===== config.mk =====
export PLATFORM = sky130hd
export DESIGN_NAME = srch_device_flat
export DESIGN_NICKNAME = d
export VERILOG_FILES = /design/src/rtl/srch_pkg.sv /design/src/rtl/srch_if.sv /design/src/rtl/srch_device.sv /design/src/flat_wrapper.sv
export SDC_FILE = /design/constraint.sdc
export NUM_CORES = 1
export LEC_CHECK = 0
export BUFFER_PORTS_ARGS = -buffer_cell sky130_fd_sc_hd__buf_2
export CORE_ASPECT_RATIO = 1.25
export CORE_UTILIZATION = 35
export CTS_CLUSTER_DIAMETER = 40
export CTS_CLUSTER_SIZE = 28
export DETAILED_ROUTE_END_ITERATION = 12
export SKIP_LAST_GASP = 1
export SLEW_MARGIN = 15
export SYNTH_ARGS = -nofsm -noshare
export SYNTH_HDL_FRONTEND = slang
export SYNTH_SLANG_ARGS = --single-unit

===== constraint.sdc =====
create_clock -name clk -period 4 [get_ports clk]
set_input_delay 0.8 -clock clk [delete_from_list [all_inputs] [get_ports clk]]
set_output_delay 0.8 -clock clk [all_outputs]
set_load 0.02 [all_outputs]

===== src/rtl/srch_pkg.sv =====
// Constants shared by both ends of the stream read command handler.
// Assumes one 250 MHz clock and a byte-wide command block bus.
package srch_pkg;
   // ==========================================================
   // Command block register addresses and command code
   localparam logic [2:0] A_DATA = 3'h0;
   localparam logic [2:0] A_FEAT = 3'h1;
   localparam logic [2:0] A_CNT  = 3'h2;
   localparam logic [2:0] A_SN   = 3'h3;
   localparam logic [2:0] A_CLO  = 3'h4;
   localparam logic [2:0] A_CHI  = 3'h5;
   localparam logic [2:0] A_DH   = 3'h6;
   localparam logic [2:0] A_CMD  = 3'h7;
   localparam logic [7:0] CMD_READ_STREAM = 8'h2B;
   // ==========================================================
   // Feature byte fields
   localparam int F_URG = 7;
   localparam int F_RC  = 6;
   localparam int F_NS  = 5;
   localparam int F_HSE = 4;
   localparam int F_SID = 0;
   localparam int SID_W = 3;
   // ==========================================================
   // Error and status bits
   localparam int E_COMPLETION_TIMEOUT_FLAG = 0;
   localparam int E_ABT  = 2;
   localparam int E_IDN  = 4;
   localparam int E_UNC  = 6;
   localparam int E_CRC  = 7;
   localparam int S_BSY  = 7;
   localparam int S_RDY  = 6;
   localparam int S_SE   = 5;
   localparam int S_DRQ  = 3;
   localparam int S_ERR  = 0;
   localparam logic [7:0] ERR_RESET = 8'h00;
   // ==========================================================
   // Timing and sizes
   localparam int CLK_PERIOD_NS = 4;
   localparam int US_NS         = 1000;
   localparam logic [7:0] CYC_PER_US = 8'((US_NS + CLK_PERIOD_NS - 1) / CLK_PERIOD_NS);
   localparam logic [15:0] COMPLETION_TIME_LIMIT_UNIT_US = 16'h0001;
   localparam logic [23:0] COMPLETION_TIME_LIMIT_MIN_US  = 24'h00_0010;
   localparam logic [16:0] MAX_SECTORS  = 17'h1_0000;
   localparam int STREAMS = 8;
   localparam int N_RD    = 10;
endpackage


===== src/rtl/srch_if.sv =====
// Link between the host end and the device end of the handler.
// Assumes both ends share clk and reset.
`timescale 1ns/10ps
interface srch_if (
   input wire logic clk,
   input wire logic reset
);
   logic        wr_en;
   logic        rd_en;
   logic [2:0]  addr;
   logic        high_order_selector;
   logic [7:0]  wdata;
   logic [7:0]  rdata;
   logic        rvalid;
   logic        intrq;
   logic        sec_valid;
   logic        sec_ready;
   logic [47:0] sec_lba;
   logic        sec_bad;

   modport dev (input clk, reset, wr_en, rd_en, addr, high_order_selector, wdata, sec_ready,
                output rdata, rvalid, intrq, sec_valid, sec_lba, sec_bad);
   modport host (input clk, reset, rdata, rvalid, intrq, sec_valid, sec_lba, sec_bad,
                 output wr_en, rd_en, addr, high_order_selector, wdata, sec_ready);
endinterface


===== src/rtl/srch_device.sv =====
// Device end of the stream read command handler.
// Assumes a media engine that reads one sector per request.
`timescale 1ns/10ps
module srch_device
   import srch_pkg::*;
(
   srch_if.dev                 link,
   output logic                med_req,
   output logic [47:0]         med_lba,
   output logic                med_urgent,
   output logic                med_not_seq,
   output logic                med_resume,
   output logic [SID_W-1:0]    med_stream,
   input  wire logic           med_ack,
   input  wire logic [7:0]     med_err,
   input  wire logic           cfg_we,
   input  wire logic [SID_W-1:0] cfg_stream,
   input  wire logic [23:0]    cfg_limit_us,
   output logic                log_we,
   output logic [7:0]          log_bits
);
   import srch_pkg::*;

   typedef enum {ST_IDLE, ST_MEDIA, ST_XFER} srch_state_t;

   // ==========================================================
   // State
   srch_state_t  st_reg, st_next;
   logic [7:0]   cur_reg [8];
   logic [7:0]   cur_next [8];
   logic [7:0]   prv_reg [8];
   logic [7:0]   prv_next [8];
   logic [23:0]  dflt_reg [STREAMS];
   logic [47:0]  lba_reg, lba_next, first_reg, first_next;
   logic [16:0]  left_reg, left_next;
   logic [15:0]  run_reg, run_next;
   logic         inrun_reg, inrun_next;
   logic [7:0]   feat_reg, feat_next;
   logic [23:0]  lim_reg, lim_next, us_reg, us_next;
   logic         limen_reg, limen_next;
   logic [7:0]   pre_reg, pre_next;
   logic [7:0]   err_reg, err_next, log_reg, log_next;
   logic         se_reg, se_next, errf_reg, errf_next, bad_reg, bad_next;
   logic         intrq_reg, intrq_next, logwe_reg, logwe_next;
   logic [7:0]   rd_reg, rd_next;
   logic         rv_reg, rv_next;
   logic [23:0]  raw_us;
   logic [16:0]  req_cnt;
   logic         start, timeout, finish;

   function automatic logic [7:0] pick(input logic [7:0] lo, input logic [7:0] hi,
                                       input logic sel);
      pick = sel ? hi : lo;
   endfunction

   // ==========================================================
   // Per-stream default limits
   for (genvar g = 0; g < STREAMS; g++) begin : g_dflt
      always_ff @(posedge link.clk) begin
         if (link.reset) begin
            dflt_reg[g] <= 24'h00_0000;
         end else if (cfg_we && cfg_stream == SID_W'(g)) begin
            dflt_reg[g] <= cfg_limit_us;
         end
      end
   end

   // ==========================================================
   // Next state
   always_comb begin
      st_next    = st_reg;
      cur_next   = cur_reg;
      prv_next   = prv_reg;
      lba_next   = lba_reg;
      first_next = first_reg;
      left_next  = left_reg;
      run_next   = run_reg;
      inrun_next = inrun_reg;
      feat_next  = feat_reg;
      lim_next   = lim_reg;
      limen_next = limen_reg;
      us_next    = us_reg;
      pre_next   = pre_reg;
      err_next   = err_reg;
      log_next   = log_reg;
      se_next    = se_reg;
      errf_next  = errf_reg;
      bad_next   = bad_reg;
      intrq_next = 1'b0;
      logwe_next = 1'b0;
      finish     = 1'b0;
      start = link.wr_en && st_reg == ST_IDLE && link.addr == A_CMD
              && link.wdata == CMD_READ_STREAM;
      req_cnt = {1'b0, prv_reg[A_CNT], cur_reg[A_CNT]};
      if (req_cnt == 17'h0_0000) begin
         req_cnt = MAX_SECTORS;
      end
      if (prv_reg[A_FEAT] != 8'h00) begin
         raw_us = 24'(prv_reg[A_FEAT] * COMPLETION_TIME_LIMIT_UNIT_US);
      end else begin
         raw_us = dflt_reg[cur_reg[A_FEAT][F_SID +: SID_W]];
      end
      timeout = limen_reg && us_reg >= lim_reg && st_reg != ST_IDLE;
      if (link.wr_en && st_reg == ST_IDLE && link.addr != A_CMD) begin
         prv_next[link.addr] = cur_reg[link.addr];
         cur_next[link.addr] = link.wdata;
      end
      if (pre_reg == CYC_PER_US - 8'h01) begin
         pre_next = 8'h00;
         us_next  = us_reg + 24'h00_0001;
      end else begin
         pre_next = pre_reg + 8'h01;
      end
      case (st_reg)
         ST_IDLE: begin
            if (start) begin
               st_next    = ST_MEDIA;
               feat_next  = cur_reg[A_FEAT];
               lba_next   = {prv_reg[A_CHI], prv_reg[A_CLO], prv_reg[A_SN],
                             cur_reg[A_CHI], cur_reg[A_CLO], cur_reg[A_SN]};
               first_next = 48'h0000_0000_0000;
               left_next  = req_cnt;
               run_next   = 16'h0000;
               inrun_next = 1'b0;
               limen_next = raw_us != 24'h00_0000;
               lim_next   = (raw_us < COMPLETION_TIME_LIMIT_MIN_US) ? COMPLETION_TIME_LIMIT_MIN_US : raw_us;
               us_next    = 24'h00_0000;
               pre_next   = 8'h00;
               err_next   = ERR_RESET;
               log_next   = ERR_RESET;
               se_next    = 1'b0;
               errf_next  = 1'b0;
            end
         end
         ST_MEDIA: begin
            if (timeout) begin
               finish = 1'b1;
            end else if (med_ack) begin
               bad_next = med_err != 8'h00;
               if (med_err != 8'h00 && feat_reg[F_RC]) begin
                  log_next = log_reg | med_err;
                  if (!se_reg) begin
                     first_next = lba_reg;
                     run_next   = 16'h0001;
                     inrun_next = 1'b1;
                  end else if (inrun_reg) begin
                     run_next = run_reg + 16'h0001;
                  end
                  se_next = 1'b1;
                  st_next = ST_XFER;
               end else if (med_err != 8'h00) begin
                  err_next   = med_err;
                  errf_next  = 1'b1;
                  first_next = lba_reg;
                  finish     = 1'b1;
               end else begin
                  inrun_next = 1'b0;
                  st_next    = ST_XFER;
               end
            end
         end
         ST_XFER: begin
            if (timeout) begin
               finish = 1'b1;
            end else if (link.sec_ready) begin
               lba_next  = lba_reg + 48'h0000_0000_0001;
               left_next = left_reg - 17'h0_0001;
               if (left_reg == 17'h0_0001) begin
                  finish = 1'b1;
               end else begin
                  st_next = ST_MEDIA;
               end
            end
         end
         default: st_next = ST_IDLE;
      endcase
      if (timeout) begin
         err_next[E_COMPLETION_TIMEOUT_FLAG] = 1'b1;
         if (feat_reg[F_RC]) begin
            se_next  = 1'b1;
            log_next = log_next | (8'h01 << E_COMPLETION_TIMEOUT_FLAG);
         end else begin
            errf_next = 1'b1;
         end
      end
      if (finish) begin
         st_next    = ST_IDLE;
         intrq_next = 1'b1;
         logwe_next = feat_reg[F_RC] && se_next;
         if (feat_reg[F_RC] && se_next) begin
            err_next  = err_next & (8'h01 << E_COMPLETION_TIMEOUT_FLAG);
            errf_next = 1'b0;
         end
      end
      case ({link.high_order_selector, link.addr})
         {1'b0, A_FEAT}, {1'b1, A_FEAT}: rd_next = err_reg;
         {1'b0, A_CMD}, {1'b1, A_CMD}: begin
            rd_next = 8'h00;
            rd_next[S_BSY] = st_reg != ST_IDLE;
            rd_next[S_RDY] = 1'b1;
            rd_next[S_SE]  = se_reg;
            rd_next[S_DRQ] = st_reg == ST_XFER;
            rd_next[S_ERR] = errf_reg;
         end
         {1'b0, A_CNT}, {1'b1, A_CNT}: rd_next = pick(run_reg[7:0], run_reg[15:8], link.high_order_selector);
         {1'b0, A_SN}, {1'b1, A_SN}: rd_next = pick(first_reg[7:0], first_reg[31:24], link.high_order_selector);
         {1'b0, A_CLO}, {1'b1, A_CLO}: rd_next = pick(first_reg[15:8], first_reg[39:32],
                                                      link.high_order_selector);
         {1'b0, A_CHI}, {1'b1, A_CHI}: rd_next = pick(first_reg[23:16], first_reg[47:40],
                                                      link.high_order_selector);
         default: rd_next = pick(cur_reg[link.addr], prv_reg[link.addr], link.high_order_selector);
      endcase
      rv_next = link.rd_en;
   end

   // ==========================================================
   // Registers
   always_ff @(posedge link.clk) begin
      if (link.reset) begin
         st_reg    <= ST_IDLE;
         for (int i = 0; i < 8; i++) begin
            cur_reg[i] <= 8'h00;
            prv_reg[i] <= 8'h00;
         end
         lba_reg   <= 48'h0000_0000_0000;
         first_reg <= 48'h0000_0000_0000;
         left_reg  <= 17'h0_0000;
         run_reg   <= 16'h0000;
         inrun_reg <= 1'b0;
         feat_reg  <= 8'h00;
         lim_reg   <= 24'h00_0000;
         limen_reg <= 1'b0;
         us_reg    <= 24'h00_0000;
         pre_reg   <= 8'h00;
         err_reg   <= ERR_RESET;
         log_reg   <= ERR_RESET;
         se_reg    <= 1'b0;
         errf_reg  <= 1'b0;
         bad_reg   <= 1'b0;
         intrq_reg <= 1'b0;
         logwe_reg <= 1'b0;
         rd_reg    <= 8'h00;
         rv_reg    <= 1'b0;
      end else begin
         st_reg    <= st_next;
         cur_reg   <= cur_next;
         prv_reg   <= prv_next;
         lba_reg   <= lba_next;
         first_reg <= first_next;
         left_reg  <= left_next;
         run_reg   <= run_next;
         inrun_reg <= inrun_next;
         feat_reg  <= feat_next;
         lim_reg   <= lim_next;
         limen_reg <= limen_next;
         us_reg    <= us_next;
         pre_reg   <= pre_next;
         err_reg   <= err_next;
         log_reg   <= log_next;
         se_reg    <= se_next;
         errf_reg  <= errf_next;
         bad_reg   <= bad_next;
         intrq_reg <= intrq_next;
         logwe_reg <= logwe_next;
         rd_reg    <= rd_next;
         rv_reg    <= rv_next;
      end
   end

   // ==========================================================
   // Outputs
   assign med_req        = st_reg == ST_MEDIA && !timeout;
   assign med_lba        = lba_reg;
   assign med_urgent     = feat_reg[F_URG];
   assign med_not_seq    = feat_reg[F_NS];
   assign med_resume     = feat_reg[F_HSE];
   assign med_stream     = feat_reg[F_SID +: SID_W];
   assign log_we         = logwe_reg;
   assign log_bits       = log_reg;
   assign link.rdata     = rd_reg;
   assign link.rvalid    = rv_reg;
   assign link.intrq     = intrq_reg;
   assign link.sec_valid = st_reg == ST_XFER && !timeout;
   assign link.sec_lba   = lba_reg;
   assign link.sec_bad   = bad_reg;
endmodule


===== src/flat_wrapper.sv =====
// flat-port wrapper written by rule: the top's interface ports become plain ports
module srch_device_flat import srch_pkg::*;
  (med_req, med_lba, med_urgent, med_not_seq, med_resume, med_stream, med_ack, med_err, cfg_we, cfg_stream, cfg_limit_us, log_we, log_bits, clk, reset, link_wr_en, link_rd_en, link_addr, link_high_order_selector, link_wdata, link_sec_ready, link_rdata, link_rvalid, link_intrq, link_sec_valid, link_sec_lba, link_sec_bad);
  srch_if link_i (.clk(clk), .reset(reset));
  output logic med_req;
  output logic [47:0] med_lba;
  output logic med_urgent;
  output logic med_not_seq;
  output logic med_resume;
  output logic [SID_W-1:0] med_stream;
  input  wire logic med_ack;
  input  wire logic [7:0] med_err;
  input  wire logic cfg_we;
  input  wire logic [SID_W-1:0] cfg_stream;
  input  wire logic [23:0] cfg_limit_us;
  output logic log_we;
  output logic [7:0] log_bits;
  input wire logic clk;
  input wire logic reset;
  input wire logic [$bits(link_i.wr_en)-1:0] link_wr_en;
  input wire logic [$bits(link_i.rd_en)-1:0] link_rd_en;
  input wire logic [$bits(link_i.addr)-1:0] link_addr;
  input wire logic [$bits(link_i.high_order_selector)-1:0] link_high_order_selector;
  input wire logic [$bits(link_i.wdata)-1:0] link_wdata;
  input wire logic [$bits(link_i.sec_ready)-1:0] link_sec_ready;
  output wire logic [$bits(link_i.rdata)-1:0] link_rdata;
  output wire logic [$bits(link_i.rvalid)-1:0] link_rvalid;
  output wire logic [$bits(link_i.intrq)-1:0] link_intrq;
  output wire logic [$bits(link_i.sec_valid)-1:0] link_sec_valid;
  output wire logic [$bits(link_i.sec_lba)-1:0] link_sec_lba;
  output wire logic [$bits(link_i.sec_bad)-1:0] link_sec_bad;
  assign link_i.wr_en = link_wr_en;
  assign link_i.rd_en = link_rd_en;
  assign link_i.addr = link_addr;
  assign link_i.high_order_selector = link_high_order_selector;
  assign link_i.wdata = link_wdata;
  assign link_i.sec_ready = link_sec_ready;
  assign link_rdata = link_i.rdata;
  assign link_rvalid = link_i.rvalid;
  assign link_intrq = link_i.intrq;
  assign link_sec_valid = link_i.sec_valid;
  assign link_sec_lba = link_i.sec_lba;
  assign link_sec_bad = link_i.sec_bad;
  srch_device u_core (.link(link_i), .med_req(med_req), .med_lba(med_lba), .med_urgent(med_urgent), .med_not_seq(med_not_seq), .med_resume(med_resume), .med_stream(med_stream), .med_ack(med_ack), .med_err(med_err), .cfg_we(cfg_we), .cfg_stream(cfg_stream), .cfg_limit_us(cfg_limit_us), .log_we(log_we), .log_bits(log_bits));
endmodule

==> impl_metrics.tcl <==
set metrics [dict create \
    area_growth_pct 17.7 \
    synth_edf_count 192 \
    cp-start-kind "register" \
    syn_inst 2676 \
    period_share_pct 94.4 \
    grt_pass1_vias 19800 \
    cts_tree "yes" \
    powerDensity_nw_per_um2 455 \
    peakVddDrop_uv 376 \
    hold_violations 0 \
    cts_root_buf "clkbuf_16" \
    switching_share_pct 25.2 \
    worstReg2RegStart "u_core.link.sec_lba[1]" \
    routedWlPerCell_um 20.6 \
    post_cts_buffers 0 \
    path_buf_inv 2 \
    totalWireLength_mm 78.6 \
    critPathSlowestCell "or3_1" \
    largest_reg_flops 192 \
    drv_slew 0 \
    initial_core_util_pct 35.4 \
    synth_area_um2 26100 \
    status "finished clean" \
    viasPerCell 5.41 \
    p_leak_nw 11.0 \
    slew_headroom_pct 28.6 \
    post-place-ws_ns 0.221 \
    ios 178 \
    rows 111 \
    place_area_um2 27800 \
    finalWorstSetupSlack_ns 0.224 \
    async_reset_ff_share_pct 0 \
    maxClockFrequency_ghz 0.265 \
    dieArea_um2 75600 \
    worstPathMaxFanout 10 \
    portBuffers 177 \
    p_switching_mw 3.52 \
    grt_util_all_layers_pct 20.5 \
    drc 0 \
    synth-seq-cells 547 \
    ys_warn_count 0 \
    fin_nets 2871 \
    drtAntennaViolNets 0 \
    rsz0062_at_grt "no" \
    die_x_um 246 \
    htree_levels 3 \
    r2r-end "u_core.link.sec_lba[46]" \
    critPathArrivalTime_ns 2.98 \
    fin_tns_setup_ns 0 \
    dr.pass1.iters 5 \
    p_seq_share_pct 42.9 \
    cp.depth 8 \
    rr_worst_depth 9 \
    end_kind "output port" \
    gp_congestion 0.910 \
    crit_chain "inv_1, ha_1, nand2b_1, or3_1, a31oi_2, or2_2, nor2_1, buf_2" \
    r2r_slack_ns 0.33 \
    critPathLaunch "u_core.st_reg[0]" \
    min_path_type "in2reg" \
    synthDistinctLibCells 75 \
    final_util_pct 41.7 \
    clock_sinks 547 \
    maxCapViolCount 0 \
    die_h_um 307 \
    clock_skew_ns 0.0450 \
    worstMarginPinSlew_ns 1.07 \
    combPwrFrac_pct 5.0 \
    syn-mean-instance-area_um2 9.75 \
    drt_iter0_markers 1465 \
    vias 20600 \
    antenna_found_initial 6 \
    worstSetupEndpoint "link_sec_valid" \
    final_area_um2 30700 \
    overflow 0 \
    path_clk_slew_ns 0.05 \
    p_int_mw 10.5 \
    coreArea_um2 73600 \
    post-dp-hpwl_mm 52.5 \
    fin_crit_ns 3.78 \
    cts_made_buffers 81 \
    crit_required_ns 3.20 \
    crit_family "simple AND/OR/NAND/NOR gates" \
    worstSetupPathType "reg2out" \
    setup_viol 0 \
    drive_above_1_share_pct 18.0 \
    max_stage_delay_ns 0.41 \
    syn-num-nets 2769 \
    worstSkewPairLatency_ns 0.65 \
    clockBufferDepth 3 \
    grt_pass1_wl_mm 119 \
    clkPwrFrac_pct 52.0 \
    yosysSeqAreaShare_pct 49.3 \
    grt_max_degree 173 \
    synth_flop_cell "dfxtp_1" \
]
[final cells by class]
class                   count  area, µm²
diodes                      1       2.50
clock buffers              88       2080
clock inverters            62        767
fillers                  7126      42900
inverters                  53        200
multi-input cells        1836      12000
flip-flops and latches    547      12900
well taps                 960       1200
repair buffers            259       1600
[what timing repair did]
action                     in CTS  in global routing
gates resized for setup         0                  2
hold buffers                    0                  0
setup endpoints to repair       0                  2
[how the worst min path moves through the flow]
stage / slack (ns) / end / cells after the start / startpoint
CTS: 0.37 / u_core.link.rvalid / 2 / link_rd_en
floorplan: 0.43 / u_core.lim_reg[0] / 2 / u_core.lim_reg[0]
detailed placement: 0.45 / u_core.cur_reg[0] / 2 / u_core.cur_reg[0]
global placement: 0.44 / u_core.cur_reg[0] / 2 / u_core.cur_reg[0]
global route: 0.42 / u_core.link.rvalid / 2 / link_rd_en
finish: 0.39 / u_core.link.rvalid / 2 / link_rd_en
[through the flow]
| stage | total power [mW] | cells | hold WS, ns |
|---|---|---|---|
| floorplan | 6.53 | 2676 | 0.429 |
| global placement | 6.81 | 3655 | 0.441 |
| detailed placement | 6.82 | 3655 | 0.446 |
| CTS | 14.1 | 3805 | 0.370 |
| global route | 14.4 | 3806 | 0.423 |
| finish | 14.0 | 3806 | 0.395 |
[Yosys cell counts, drive strengths merged (52+ instances only)]
cell type,instances,area share (%)
nor2,248,3.6
nand2,318,4.6
o21ai,89,1.7
buf,90,2.2
a22o,52,1.7
mux4,68,5.9
and2,205,4.9
nor3,58,1.2
mux2i,68,2.6
a211oi,84,2.4
inv,52,0.75
clkbuf,150,2.2
a21oi,235,4.5
edfxtp,192,22
dfxtp,355,27
[kinds of logic (layout without fill, tap and decap cells)]
| logic type | after synthesis | after routing | synth area share, % |
|---|---|---|---|
| buffers and inverters | 293 | 462 | 5.12 |
| adder cells (fa/ha/maj) | 39 | 39 | 1.87 |
| AND/OR/NAND/NOR | 1033 | 1033 | 19.3 |
| other | 0 | 1 | 0 |
| AO/OA/AOI/OAI | 588 | 588 | 14.5 |
| XOR/XNOR | 36 | 36 | 1.21 |
| multiplexers | 140 | 140 | 8.65 |
| flip-flops | 547 | 547 | 49.3 |
[layout by cell type (no fill, tap or decap), drive strengths merged, types with 8 or more instances in the layout]
| cell type | count |
|---|---|
| nor4 | 28 |
| inv | 72 |
| nand4 | 28 |
| and2 | 205 |
| and3 | 13 |
| nor3 | 58 |
| xor2 | 23 |
| o32ai | 25 |
| or4 | 11 |
| a221oi | 14 |
| or3 | 13 |
| mux4 | 68 |
| nand2 | 318 |
| dfxtp | 355 |
| a21oi | 235 |
| mux2i | 68 |
| clkbuf | 88 |
| clkinv | 30 |
| buf | 259 |
| a22o | 52 |
| o31ai | 9 |
| xnor2 | 13 |
| o21ai | 89 |
| a211oi | 84 |
| clkinvlp | 8 |
| o22ai | 16 |
| nor2b | 15 |
| ha | 39 |
| nand3 | 42 |
| nand2b | 35 |
| nor2 | 248 |
| edfxtp | 192 |
| a31oi | 9 |
[per-layer routing]
| layer | share of wire, % | track usage [%] | wire, µm | vias up |
|---|---|---|---|---|
| met3 | 5.7 | 3.29 | 4460 | 167 |
| li1 | - | - | - | 9825 |
| met2 | 48 | 34.2 | 37700 | 721 |
| met5 | 0.079 | 0 | 62 | - |
| met1 | 42 | 26.0 | 33400 | 9867 |
| met4 | 3.8 | 8.78 | 3000 | 10 |
[power groups by stage]
stage | sequential (mW) | combinational (mW) | clock (mW)
floorplan | 6.09 | 0.439 | 0
global route | 6.01 | 0.760 | 7.62
CTS | 6.00 | 0.702 | 7.39
detailed placement | 6.12 | 0.700 | 0
global placement | 6.11 | 0.696 | 0
finish | 6.00 | 0.701 | 7.27
Note: power is estimated with default switching activity, not from simulation.
